==> src/hw/kmp_pkg.sv <==
package kmp_pkg;

   // ----------------------------------------------------------------
   // Register map, byte addresses
   // ----------------------------------------------------------------
   localparam logic [7:0] ADDR_SCAN_PORT = 8'h00;
   localparam logic [7:0] ADDR_INPUT_PORT = 8'h04;
   localparam logic [7:0] ADDR_CTRL = 8'h08;
   localparam logic [7:0] ADDR_STATUS_CMD = 8'h0C;
   localparam logic [7:0] ADDR_STATUS = 8'h10;

   // ----------------------------------------------------------------
   // Reset values and fixed fields
   // ----------------------------------------------------------------
   localparam logic [7:0] SCAN_LATCH_RST = 8'hFF;
   localparam logic [7:0] CTRL_RST = 8'h26;
   localparam logic [7:0] CTRL_WR_MASK = 8'h37;
   localparam logic [1:0] INPUT_PORT_LOW = 2'h3;
   localparam logic IND_LEVEL_RST = 1'b1;

   // ----------------------------------------------------------------
   // Status command fields
   // ----------------------------------------------------------------
   localparam int CMD_TEST_BIT = 4;
   localparam int CMD_HALT_BIT = 5;
   localparam int OPD_SENSE_BIT = 3;
   localparam logic [2:0] OPD_KEY_A = 3'h0;
   localparam logic [2:0] OPD_KEY_B = 3'h3;
   localparam logic [2:0] OPD_KEY_C = 3'h6;
   localparam logic [2:0] OPD_TIMER = 3'h5;
   localparam logic [3:0] OPD_RST = 4'h0;

   // ----------------------------------------------------------------
   // Bus responses
   // ----------------------------------------------------------------
   localparam logic [1:0] RESP_OKAY = 2'h0;
   localparam logic [1:0] RESP_SLVERR = 2'h2;

   // Second control register layout
   typedef struct packed {
      logic [1:0] fixed_hi;
      logic key_ret_pd;
      logic sense_pd;
      logic fixed_b3;
      logic indicator_out;
      logic scan_out;
      logic sense_in;
   } kmp_ctrl_t;

   typedef enum logic [1:0] {
      WS_IDLE = 2'b01,
      WS_RESP = 2'b10
   } kmp_wstate_t;

endpackage : kmp_pkg

==> src/hw/kmp_port_regs.sv <==
`timescale 1ns/1ps
// What this block does
// - Scan port reads pins or latch by mode
// - Scan port write always updates latch
// - Control bit 1 sets scan direction
// - Reset: scan port output, latch all ones
// - Scan pull-down only in input mode
// - Key return levels in upper nibble
// - Control bit 5 enables key-return pull-downs
// - Sense bit reads pin, or 1 off
// - Control bit 0 selects sense input/off
// - Control bit 4 enables both sense pull-downs
// - Reset puts sense input off mode
// - Bit 3 reads indicator pin level always
// - Key codes set flag on any key
// - Timer code sets flag on zero count
// - Operand bit 3 adds sense pin levels
// - Release or met halt sets flag
// - Unmet halt with flag set clears it
// - Control bit 2 selects indicator output
// - Pull-downs off in output or off mode
module kmp_port_regs (
   // Clock and reset
   input wire logic CLK,
   input wire logic RST_B,
   // AXI4-Lite write address
   input wire logic [7:0] S_AXI_AWADDR,
   input wire logic S_AXI_AWVALID,
   output logic S_AXI_AWREADY,
   // AXI4-Lite write data
   input wire logic [31:0] S_AXI_WDATA,
   input wire logic [3:0] S_AXI_WSTRB,
   input wire logic S_AXI_WVALID,
   output logic S_AXI_WREADY,
   // AXI4-Lite write response
   output logic [1:0] S_AXI_BRESP,
   output logic S_AXI_BVALID,
   input wire logic S_AXI_BREADY,
   // AXI4-Lite read address
   input wire logic [7:0] S_AXI_ARADDR,
   input wire logic S_AXI_ARVALID,
   output logic S_AXI_ARREADY,
   // AXI4-Lite read data
   output logic [31:0] S_AXI_RDATA,
   output logic [1:0] S_AXI_RRESP,
   output logic S_AXI_RVALID,
   input wire logic S_AXI_RREADY,
   // Key scan pins
   input wire logic [7:0] KEY_SCAN_IO_I,
   output logic [7:0] KEY_SCAN_IO_O,
   output logic KEY_SCAN_IO_OE_B,
   output logic KEY_SCAN_IO_PD,
   // Key return pins
   input wire logic [3:0] KEY_RETURN_INPUT,
   output logic KEY_RETURN_INPUT_PD,
   // Sense input pin
   input wire logic SENSE_INPUT,
   output logic SENSE_INPUT_EN,
   output logic SENSE_INPUT_PD,
   // Sense or indicator pin
   input wire logic SENSE_OR_INDICATOR_PIN_I,
   output logic SENSE_OR_INDICATOR_PIN_O,
   output logic SENSE_OR_INDICATOR_PIN_OE_B,
   output logic SENSE_OR_INDICATOR_PIN_PD,
   input wire logic INDICATOR_LEVEL,
   // Timer and standby
   input wire logic TIMER_ZERO,
   input wire logic STANDBY_RELEASE,
   output logic STATUS_FLAG,
   output logic STANDBY
);

   // ----------------------------------------------------------------
   // State
   // ----------------------------------------------------------------
   kmp_pkg::kmp_wstate_t wstate_reg;
   kmp_pkg::kmp_wstate_t wstate_next;
   kmp_pkg::kmp_ctrl_t ctrl_reg;
   logic [7:0] scan_latch_reg;
   logic ind_level_reg;
   logic flag_reg;
   logic flag_next;
   logic standby_reg;
   logic standby_next;
   logic [3:0] halt_opd_reg;
   logic aw_hold_reg;
   logic w_hold_reg;
   logic [7:0] awaddr_reg;
   logic [31:0] wdata_reg;
   logic [3:0] wstrb_reg;
   logic [1:0] bresp_reg;
   logic rvalid_reg;
   logic [31:0] rdata_reg;
   logic [1:0] rresp_reg;

   // ----------------------------------------------------------------
   // Condition decode, shared by test and halt
   // ----------------------------------------------------------------
   function automatic logic cond_met(input logic [3:0] opd,
      input logic [3:0] keys, input logic tzero, input logic sense);
      logic key_code;
      logic base;
      key_code = (opd[2:0] == kmp_pkg::OPD_KEY_A) ||
         (opd[2:0] == kmp_pkg::OPD_KEY_B) ||
         (opd[2:0] == kmp_pkg::OPD_KEY_C);
      base = (key_code && (|keys)) ||
         ((opd[2:0] == kmp_pkg::OPD_TIMER) && tzero);
      cond_met = base || (opd[kmp_pkg::OPD_SENSE_BIT] && sense);
   endfunction : cond_met

   // ----------------------------------------------------------------
   // Address decode, shared by write and read
   // ----------------------------------------------------------------
   function automatic logic addr_mapped(input logic [7:0] addr);
      addr_mapped = (addr == kmp_pkg::ADDR_SCAN_PORT) ||
         (addr == kmp_pkg::ADDR_INPUT_PORT) ||
         (addr == kmp_pkg::ADDR_CTRL) ||
         (addr == kmp_pkg::ADDR_STATUS_CMD) ||
         (addr == kmp_pkg::ADDR_STATUS);
   endfunction : addr_mapped

   // ----------------------------------------------------------------
   // Bus decode
   // ----------------------------------------------------------------
   wire aw_take = S_AXI_AWVALID && S_AXI_AWREADY;
   wire w_take = S_AXI_WVALID && S_AXI_WREADY;
   wire ar_take = S_AXI_ARVALID && S_AXI_ARREADY;
   wire do_write = (wstate_reg == kmp_pkg::WS_IDLE) && aw_hold_reg &&
      w_hold_reg;
   wire lane0 = wstrb_reg[0];
   wire wr_scan = do_write && lane0 &&
      (awaddr_reg == kmp_pkg::ADDR_SCAN_PORT);
   wire wr_ctrl = do_write && lane0 && (awaddr_reg == kmp_pkg::ADDR_CTRL);
   wire wr_cmd = do_write && lane0 &&
      (awaddr_reg == kmp_pkg::ADDR_STATUS_CMD);
   wire wr_mapped = addr_mapped(awaddr_reg);
   wire do_test = wr_cmd && wdata_reg[kmp_pkg::CMD_TEST_BIT];
   wire do_halt = wr_cmd && wdata_reg[kmp_pkg::CMD_HALT_BIT] && !do_test;

   // ----------------------------------------------------------------
   // Port read values
   // ----------------------------------------------------------------
   wire [7:0] scan_rd = ctrl_reg.scan_out ? scan_latch_reg :
      KEY_SCAN_IO_I;
   wire sense_rd = ctrl_reg.sense_in ? SENSE_INPUT : 1'b1;
   wire [7:0] input_rd = {KEY_RETURN_INPUT,
      SENSE_OR_INDICATOR_PIN_I, sense_rd,
      kmp_pkg::INPUT_PORT_LOW};
   // Off-mode sense pin has no input buffer, so it cannot count as high
   wire sense_high = (ctrl_reg.sense_in && SENSE_INPUT) ||
      SENSE_OR_INDICATOR_PIN_I;
   wire test_cond = cond_met(wdata_reg[3:0], KEY_RETURN_INPUT, TIMER_ZERO,
      sense_high);
   wire wait_cond = cond_met(halt_opd_reg, KEY_RETURN_INPUT, TIMER_ZERO,
      sense_high);
   wire release_evt = STANDBY_RELEASE || (standby_reg && wait_cond);
   wire [7:0] ar_addr = S_AXI_ARADDR;
   wire ar_mapped = addr_mapped(ar_addr);
   wire [7:0] rd_byte =
      (ar_addr == kmp_pkg::ADDR_SCAN_PORT) ? scan_rd :
      (ar_addr == kmp_pkg::ADDR_INPUT_PORT) ? input_rd :
      (ar_addr == kmp_pkg::ADDR_CTRL) ? ctrl_reg :
      (ar_addr == kmp_pkg::ADDR_STATUS) ?
      {6'h00, standby_reg, flag_reg} : 8'h00;

   // ----------------------------------------------------------------
   // Handshake outputs
   // ----------------------------------------------------------------
   assign S_AXI_AWREADY = (wstate_reg == kmp_pkg::WS_IDLE) && !aw_hold_reg;
   assign S_AXI_WREADY = (wstate_reg == kmp_pkg::WS_IDLE) && !w_hold_reg;
   assign S_AXI_BVALID = (wstate_reg == kmp_pkg::WS_RESP);
   assign S_AXI_BRESP = bresp_reg;
   assign S_AXI_ARREADY = !rvalid_reg;
   assign S_AXI_RVALID = rvalid_reg;
   assign S_AXI_RDATA = rdata_reg;
   assign S_AXI_RRESP = rresp_reg;

   // ----------------------------------------------------------------
   // Write state and flag logic
   // ----------------------------------------------------------------
   always_comb
   begin
      case (wstate_reg)
         kmp_pkg::WS_IDLE: wstate_next = do_write ? kmp_pkg::WS_RESP :
            kmp_pkg::WS_IDLE;
         kmp_pkg::WS_RESP: wstate_next = S_AXI_BREADY ? kmp_pkg::WS_IDLE :
            kmp_pkg::WS_RESP;
         default: wstate_next = kmp_pkg::WS_IDLE;
      endcase
   end

   // Release is applied last so it wins over a same-cycle clear
   always_comb
   begin
      flag_next = flag_reg;
      standby_next = standby_reg;
      if (do_test)
         flag_next = test_cond;
      else if (do_halt)
      begin
         if (test_cond)
            flag_next = 1'b1;
         else if (flag_reg)
            flag_next = 1'b0;
         else
            standby_next = 1'b1;
      end
      if (release_evt)
      begin
         flag_next = 1'b1;
         standby_next = 1'b0;
      end
   end

   // ----------------------------------------------------------------
   // Registers
   // ----------------------------------------------------------------
   always_ff @(posedge CLK)
   begin
      if (!RST_B)
         wstate_reg <= kmp_pkg::WS_IDLE;
      else
         wstate_reg <= wstate_next;
   end

   // Address and data may arrive in either order, so each is held
   always_ff @(posedge CLK)
   begin
      if (!RST_B)
      begin
         aw_hold_reg <= 1'b0;
         w_hold_reg <= 1'b0;
      end
      else
      begin
         aw_hold_reg <= (aw_hold_reg || aw_take) && !do_write;
         w_hold_reg <= (w_hold_reg || w_take) && !do_write;
      end
   end

   always_ff @(posedge CLK)
   begin
      if (!RST_B)
         awaddr_reg <= 8'h00;
      else if (aw_take)
         awaddr_reg <= S_AXI_AWADDR;
   end

   always_ff @(posedge CLK)
   begin
      if (!RST_B)
      begin
         wdata_reg <= 32'h00000000;
         wstrb_reg <= 4'h0;
      end
      else if (w_take)
      begin
         wdata_reg <= S_AXI_WDATA;
         wstrb_reg <= S_AXI_WSTRB;
      end
   end

   // Response code is fixed at the write edge and held until taken
   always_ff @(posedge CLK)
   begin
      if (!RST_B)
         bresp_reg <= kmp_pkg::RESP_OKAY;
      else if (do_write)
         bresp_reg <= wr_mapped ? kmp_pkg::RESP_OKAY :
            kmp_pkg::RESP_SLVERR;
   end

   // ----------------------------------------------------------------
   // Read channel
   // ----------------------------------------------------------------
   // Next address waits until the data is taken
   always_ff @(posedge CLK)
   begin
      if (!RST_B)
         rvalid_reg <= 1'b0;
      else if (ar_take)
         rvalid_reg <= 1'b1;
      else if (S_AXI_RREADY)
         rvalid_reg <= 1'b0;
   end

   // Pins are sampled once, at the address edge, so data stays put
   always_ff @(posedge CLK)
   begin
      if (!RST_B)
      begin
         rdata_reg <= 32'h00000000;
         rresp_reg <= kmp_pkg::RESP_OKAY;
      end
      else if (ar_take)
      begin
         rdata_reg <= {24'h000000, rd_byte};
         rresp_reg <= ar_mapped ? kmp_pkg::RESP_OKAY : kmp_pkg::RESP_SLVERR;
      end
   end

   // ----------------------------------------------------------------
   // Port registers
   // ----------------------------------------------------------------
   always_ff @(posedge CLK)
   begin
      if (!RST_B)
         scan_latch_reg <= kmp_pkg::SCAN_LATCH_RST;
      else if (wr_scan)
         scan_latch_reg <= wdata_reg[7:0];
   end

   // Fixed bits are masked here so they always read back as zero
   always_ff @(posedge CLK)
   begin
      if (!RST_B)
         ctrl_reg <= kmp_pkg::CTRL_RST;
      else if (wr_ctrl)
         ctrl_reg <= wdata_reg[7:0] & kmp_pkg::CTRL_WR_MASK;
   end

   // One register stage keeps the indicator pin free of input glitches
   always_ff @(posedge CLK)
   begin
      if (!RST_B)
         ind_level_reg <= kmp_pkg::IND_LEVEL_RST;
      else
         ind_level_reg <= INDICATOR_LEVEL;
   end

   // ----------------------------------------------------------------
   // Flag and standby registers
   // ----------------------------------------------------------------
   // Operand kept so the wake test still has it while standing by
   always_ff @(posedge CLK)
   begin
      if (!RST_B)
         halt_opd_reg <= kmp_pkg::OPD_RST;
      else if (do_halt)
         halt_opd_reg <= wdata_reg[3:0];
   end

   always_ff @(posedge CLK)
   begin
      if (!RST_B)
      begin
         flag_reg <= 1'b0;
         standby_reg <= 1'b0;
      end
      else
      begin
         flag_reg <= flag_next;
         standby_reg <= standby_next;
      end
   end

   // ----------------------------------------------------------------
   // Pin drive, all from registers
   // ----------------------------------------------------------------
   // Direction is one control bit for all eight lines, never per bit
   assign KEY_SCAN_IO_O = scan_latch_reg;
   assign KEY_SCAN_IO_OE_B = !ctrl_reg.scan_out;
   assign KEY_SCAN_IO_PD = !ctrl_reg.scan_out;
   assign KEY_RETURN_INPUT_PD = ctrl_reg.key_ret_pd;
   assign SENSE_INPUT_EN = ctrl_reg.sense_in;
   assign SENSE_INPUT_PD = ctrl_reg.sense_pd && ctrl_reg.sense_in;
   assign SENSE_OR_INDICATOR_PIN_O = ind_level_reg;
   assign SENSE_OR_INDICATOR_PIN_OE_B = !ctrl_reg.indicator_out;
   assign SENSE_OR_INDICATOR_PIN_PD = ctrl_reg.sense_pd &&
      !ctrl_reg.indicator_out;
   assign STATUS_FLAG = flag_reg;
   assign STANDBY = standby_reg;

endmodule : kmp_port_regs

==> config.mk <==
export PLATFORM = sky130hd
export DESIGN_NAME = kmp_port_regs
export DESIGN_NICKNAME = d
export VERILOG_FILES = /design/src/hw/kmp_pkg.sv /design/src/hw/kmp_port_regs.sv
export SDC_FILE = /design/constraint.sdc
export NUM_CORES = 1
export LEC_CHECK = 0
export ABC_AREA = 1
export BUFFER_PORTS_ARGS = -buffer_cell sky130_fd_sc_hd__buf_2
export CORE_ASPECT_RATIO = 1.1
export CORE_MARGIN = 2
export CORE_UTILIZATION = 42
export CTS_CLUSTER_DIAMETER = 50
export DETAILED_ROUTE_END_ITERATION = 8
export GPL_ROUTABILITY_DRIVEN = 1
export GPL_TIMING_DRIVEN = 1
export PLACE_DENSITY = 0.74
export REMOVE_ABC_BUFFERS = 1
export SETUP_SLACK_MARGIN = 0.1
export SYNTH_ARGS = -nofsm -noshare
export SYNTH_HDL_FRONTEND = slang
export SYNTH_SLANG_ARGS = --single-unit
==> constraint.sdc <==
create_clock -name CLK -period 2.54 [get_ports CLK]
set_input_delay 0.381 -clock CLK [delete_from_list [all_inputs] [get_ports CLK]]
set_output_delay 0.381 -clock CLK [all_outputs]
set_load 0.02 [all_outputs]
==> results.py, run 1 <==
metrics = {
    "timing": {
        "hold_violations": 0,
        "finalCriticalPeriod_ns": 1.76,
        "fmax_mhz": 567,
        "timing.hold.ws_ns": 0.260,
        "setup_violations": 0,
        "rsz0062_at_grt": "false",
        "setup_tns_ns": 0,
        "final.setup_skew_ns": 0.0117,
        "relSlewSlack_pct": 47.6,
        "finalCritPeriodShare_pct": 69.4,
        "slew_violations": 0,
        "tightest_slew_ns": 0.786,
    },
    "grt": {
        "antenna_found_initial": 0,
        "grt_pass1_vias": 2441,
        "track_usage_pct": 19.3,
        "grt_pass1_wl_mm": 10.8,
        "overflow": 0,
        "grt_max_degree": 32,
    },
    "clock_tree": {
        "clock_latency_ns": 0.31,
        "cts_tree": "done",
        "post_cts_buffers": 0,
        "post_cts_resized": 0,
        "root_buffer": "clkbuf_8",
        "clk_pin_slew_ns": 0.09,
        "cts.sinks": 52,
        "htreeDepth": 2,
        "cts_made_buffers": 5,
        "clockBufferDepth": 2,
        "cts_hold_buf": 0,
    },
    "final_layout": {
        "multi_input_area_sq_mm": 0.00135,
        "fin_nets": 528,
        "final_common_cell": "buf_2",
        "n_fill_cell": 635,
        "layout-drive-gt1-share_pct": 25.5,
        "fin_area_sq_mm": 0.00319,
        "mostFrequentLayoutCells": "buf_2, nand2_1, dfxtp_1",
        "seq_area_sq_mm": 0.00104,
        "syn_to_final_growth_pct": 17.1,
        "utilization_pct": 51.2,
        "diodes": 0,
    },
    "outcome": {
        "status": "finished, final reports clean",
    },
    "setup_path": {
        "reg2reg_setup_slack_ns": 0.95,
        "start_kind": "flip-flop",
        "crit_fanout": 8,
        "crit_end": "S_AXI_AWREADY",
        "endpoint_kind": "primary output",
        "reg2reg_to": "halt_opd_reg[1]",
        "ff2ff_path_depth": 7,
        "cp-startpoint": "wstate_reg[1]",
        "required_ns": 2.16,
        "arrival_ns": 1.38,
        "r2r_start": "wstate_reg[1]",
        "path_class": "reg2out",
    },
    "synth": {
        "yosysTopAreaCellShare_pct": 38.2,
        "ys_seq_area_share_pct": 38.2,
        "ys_warn_count": 0,
        "synth_enable_flop_cells": 0,
        "syn-cell-area_sq_mm": 0.00273,
        "synth.distinct_cells": 30,
        "yosys.area.top_type": "dfxtp_1",
        "ys_ff_latch": 52,
        "async_flop_share_pct": 0,
        "syn_inst": 373,
        "ys_top_cells_by_area": "dfxtp_1, nand2_1, buf_4, a21oi_1, inv_1",
        "yosys_most_used_dff": "dfxtp_1",
        "synth_area_per_cell_sq_um": 7.31,
    },
    "routing": {
        "routed-via-count": 2536,
        "drtIter0Drc": 88,
        "vias_per_cell": 4.78,
        "antenna_left": 0,
        "drt_wl_total_mm": 6.53,
        "drc": 0,
        "drtPass1Iterations": 4,
        "wire_per_inst_microns": 12.3,
    },
    "die": {
        "die_w_microns": 80.8,
        "fp-row-count": 30,
        "fp.dieH_microns": 88.5,
        "start_util_pct": 43.8,
        "ioPinCount": 135,
        "dieArea_sq_mm": 0.00716,
        "coreArea_sq_mm": 0.00623,
    },
    "power_and_ir_drop": {
        "leakagePower_nw": 1.69,
        "p_per_area_mw_per_mm2": 559,
        "vdd_drop_max_uv": 399,
        "finalPower_w": 0.00179,
    },
    "hold_path": {
        "hold_path_class": "in2reg",
    },
    "place": {
        "place.gp.congestion": 0.829,
        "port_buffers": 81,
        "dp_hpwl_mm": 4.87,
        "placed_area_sq_mm": 0.00308,
    },
    "job": {
        "cap_violations": 0,
    },
}
## worst max-delay path, cell delays in order (launching register included)
cell,delay (ns)
dfxtp_1,0.33
inv_1,0.05
ha_1,0.15
inv_1,0.08
nor2_2,0.24
buf_2,0.22
## synth_stat cells, drive strengths merged, types with 2 or more instances
master / n
nand2: 82
o211ai: 13
nor2: 30
a211oi: 3
o21ai: 28
nand4: 6
dfxtp: 52
nand3: 23
inv: 47
ha: 2
a21oi: 38
buf: 32
or2: 2
mux2i: 4
clkbuf: 5
## power by group
group | internal [W] | switching (W) | leakage (nW)
combinational | 0.000104 | 0.000220 | 1.21
sequential | 0.000861 | 0.0000321 | 0.425
clock | 0.000292 | 0.000276 | 0.0541
## cells by family (layout without fill, tap and decap cells)
logic type | after synthesis | count (layout) | share of synthesized area (%)
AND/OR/NAND/NOR | 146 | 146 | 25.0
AO/OA/AOI/OAI | 84 | 84 | 18.6
buffers and inverters | 84 | 137 | 15.7
flip-flops | 52 | 52 | 38.2
multiplexers | 4 | 4 | 1.47
adder cells (fa/ha/maj) | 2 | 2 | 0.917
other | 1 | 26 | 0.137
## layout make-up
| type | count | area share (%) |
|---|---|---|
| clock buffer | 5 | 2.16 |
| multi-input combinational | 262 | 42.3 |
| tap | 80 | 3.13 |
| timing repair buffer | 82 | 12.9 |
| sequential | 52 | 32.6 |
| inverter | 47 | 5.53 |
| clock inverter | 3 | 1.33 |
## worst min-delay path by stage
stage                                     endpoint  slack, ns  cells past startpoint             from
after detailed placement            S_AXI_RDATA[5]       0.45                      2   S_AXI_RDATA[5]
after floorplan                       wdata_reg[6]       0.45                      2     wdata_reg[6]
after CTS                 SENSE_OR_INDICATOR_PIN_O       0.25                      2  INDICATOR_LEVEL
final                     SENSE_OR_INDICATOR_PIN_O       0.26                      2  INDICATOR_LEVEL
after global routing      SENSE_OR_INDICATOR_PIN_O       0.25                      2  INDICATOR_LEVEL
after global placement              S_AXI_RDATA[0]       0.45                      2   S_AXI_RDATA[0]
## through the flow
| stage | setup slack (ns) | std cells |
|---|---|---|
| 5_1_grt | 0.653 | 531 |
| 3_3_place_gp | 1.01 | 523 |
| 3_5_place_dp | 0.975 | 523 |
| 2_1_floorplan | 0.928 | 361 |
| 6_report | 0.778 | 531 |
| 4_1_cts | 0.745 | 531 |
## layer usage
layer | vias to the layer above | share of wire [%] | global-route usage [%]
met5 | - | 0 | 0
met4 | 0 | 1.9 | 8.17
met3 | 12 | 7.5 | 3.98
met2 | 103 | 49 | 34.6
met1 | 1106 | 42 | 22.2
li1 | 1315 | - | -
Note: power is estimated with default switching activity, not from simulation.
==> run 2, diff against run 1 <==
PLACE_DENSITY = 0.77   (was 0.74)
clock period = 1.55 ns   (was 2.54 ns; I/O delays follow)
==> run 2 against run 1 <==
Against the previous run:
- power grew 63%
- hold slack lost 0.15 ns
- utilization grew 3.5 points
- critical path type unchanged
- cell count grew 2.4%
- worst setup slack lost 0.67 ns
- register-to-register slack lost 0.81 ns
- sequential share of layout area shrank 1.9 points
- largest power group unchanged
==> results.py, run 2 (synthesized netlist as in run 1, its figures left out) <==
metrics = {
    "outcome": {
        "status": "finished, final reports clean",
    },
    "setup_path": {
        "r2r_start": "wstate_reg[1]",
        "ff2ff_path_depth": 8,
        "reg2reg_setup_slack_ns": 0.14,
        "path_class": "reg2out",
        "required_ns": 1.32,
        "reg2reg_to": "ctrl_reg[4]",
        "crit_fanout": 4,
        "arrival_ns": 1.21,
        "start_kind": "flip-flop",
        "endpoint_kind": "primary output",
    },
    "final_layout": {
        "n_fill_cell": 619,
        "diodes": 0,
        "seq_area_sq_mm": 0.00104,
        "fin_nets": 542,
        "mostFrequentLayoutCells": "buf_2, nand2_1, dfxtp_1",
        "syn_to_final_growth_pct": 25.0,
        "layout-drive-gt1-share_pct": 30.8,
        "multi_input_area_sq_mm": 0.00145,
        "final_common_cell": "buf_2",
    },
    "grt": {
        "grt_pass1_vias": 2488,
        "antenna_found_initial": 0,
        "track_usage_pct": 19.4,
        "grt_pass1_wl_mm": 10.9,
        "grt_max_degree": 32,
        "overflow": 0,
    },
    "routing": {
        "drtIter0Drc": 90,
        "vias_per_cell": 4.93,
        "routed-via-count": 2683,
        "drc": 0,
        "drt_wl_total_mm": 6.82,
        "antenna_left": 0,
        "drtPass1Iterations": 5,
        "wire_per_inst_microns": 12.5,
    },
    "power_and_ir_drop": {
        "leakagePower_nw": 1.79,
        "p_per_area_mw_per_mm2": 856,
        "vdd_drop_max_uv": 602,
    },
    "timing": {
        "setup_violations": 0,
        "finalWorstSetupSlack_ns": 0.103,
        "hold_violations": 0,
        "relSlewSlack_pct": 64.5,
        "finalCriticalPeriod_ns": 1.45,
        "slew_violations": 0,
        "timing.hold.ws_ns": 0.111,
        "fmax_mhz": 691,
        "rsz0062_at_grt": "true",
        "tightest_slew_ns": 0.532,
        "finalCritPeriodShare_pct": 93.4,
        "final.setup_skew_ns": 0.00858,
    },
    "clock_tree": {
        "root_buffer": "clkbuf_8",
        "cts_tree": "done",
        "clock_latency_ns": 0.30,
        "htreeDepth": 2,
        "clockBufferDepth": 2,
        "clk_pin_slew_ns": 0.09,
        "cts.sinks": 52,
        "cts_made_buffers": 5,
    },
    "die": {
        "die_w_microns": 80.8,
        "fp.dieH_microns": 88.5,
        "coreArea_sq_mm": 0.00623,
        "fp-row-count": 30,
        "start_util_pct": 43.8,
        "dieArea_sq_mm": 0.00716,
        "ioPinCount": 135,
    },
    "hold_path": {
        "whs_endpoint": "SENSE_OR_INDICATOR_PIN_O",
        "min_from": "INDICATOR_LEVEL",
        "hold_path_class": "in2reg",
        "hold_depth": 2,
    },
    "place": {
        "dp_hpwl_mm": 5.05,
        "port_buffers": 81,
        "place.gp.congestion": 0.823,
        "place_ws_ns": 0.0388,
    },
    "job": {
        "cap_violations": 0,
    },
}
-- run 2: stage by stage --
step | instance area, sq um | utilization (%) | total power, W | instances | TNS, ns
after floorplan | 2570 | - | 0.00184 | 361 | -0.554
after global placement | 3150 | 50.5 | 0.00205 | 530 | 0
after detailed placement | 3150 | 50.5 | 0.00206 | 530 | 0
after CTS | 3320 | 53.4 | 0.00290 | 539 | 0
after global routing | 3410 | 54.7 | 0.00306 | 544 | 0
final | 3410 | 54.7 | 0.00292 | 544 | 0
-- run 2: worst max-delay path, stage by stage, from the launching register on --
cell and delay, ns:
dfxtp_2 0.35, inv_2 0.05, ha_4 0.17, inv_4 0.08, nor2_4 0.04, buf_6 0.12
buf_6 0.12
-- run 2: cell type report --
type	instances	share of cell area (%)
flip-flops and latches	52	30.7
clock inverters	1	0.257
repair buffers	95	16.1
multi-input cells	263	42.4
clock buffers	6	2.42
well taps	80	2.94
inverters	47	5.25
-- run 2: per-layer routing --
| metal | global-route usage [%] | part of all wire, % |
|---|---|---|
| met5 | 0 | 0 |
| met2 | 34.6 | 50 |
| met4 | 8.17 | 1.8 |
| met3 | 4.49 | 7.2 |
| met1 | 22.2 | 41 |
-- run 2: timing repair --
item	CTS	global route
resized for setup	17	11
hold buffers	0	0
cloned	1	0
buffers inserted	1	5
setup endpoints to repair	16	22
pin swaps	2	3
-- run 2: power by group --
part | switching (W) | internal, W | total (W)
clock | 0.000436 | 0.000357 | 0.000793
sequential | 0.0000600 | 0.00141 | 0.00147
combinational | 0.000402 | 0.000249 | 0.000652
total | 0.000898 | 0.00202 | 0.00292
-- run 2: worst max path at each step --
| stage | endpoint | from | depth (start not counted) | slack [ns] |
|---|---|---|---|---|
| detailed placement | KEY_SCAN_IO_O[1] | wstate_reg[1] | 7 | 0.04 |
| CTS | ctrl_reg[4] | wstate_reg[1] | 7 | 0.11 |
| global route | S_AXI_AWREADY | wstate_reg[1] | 6 | 0.07 |
| finish | S_AXI_AWREADY | wstate_reg[1] | 6 | 0.10 |
| global placement | KEY_SCAN_IO_O[7] | wstate_reg[1] | 7 | 0.10 |
| floorplan | wdata_reg[0] | wstate_reg[1] | 7 | -0.06 |
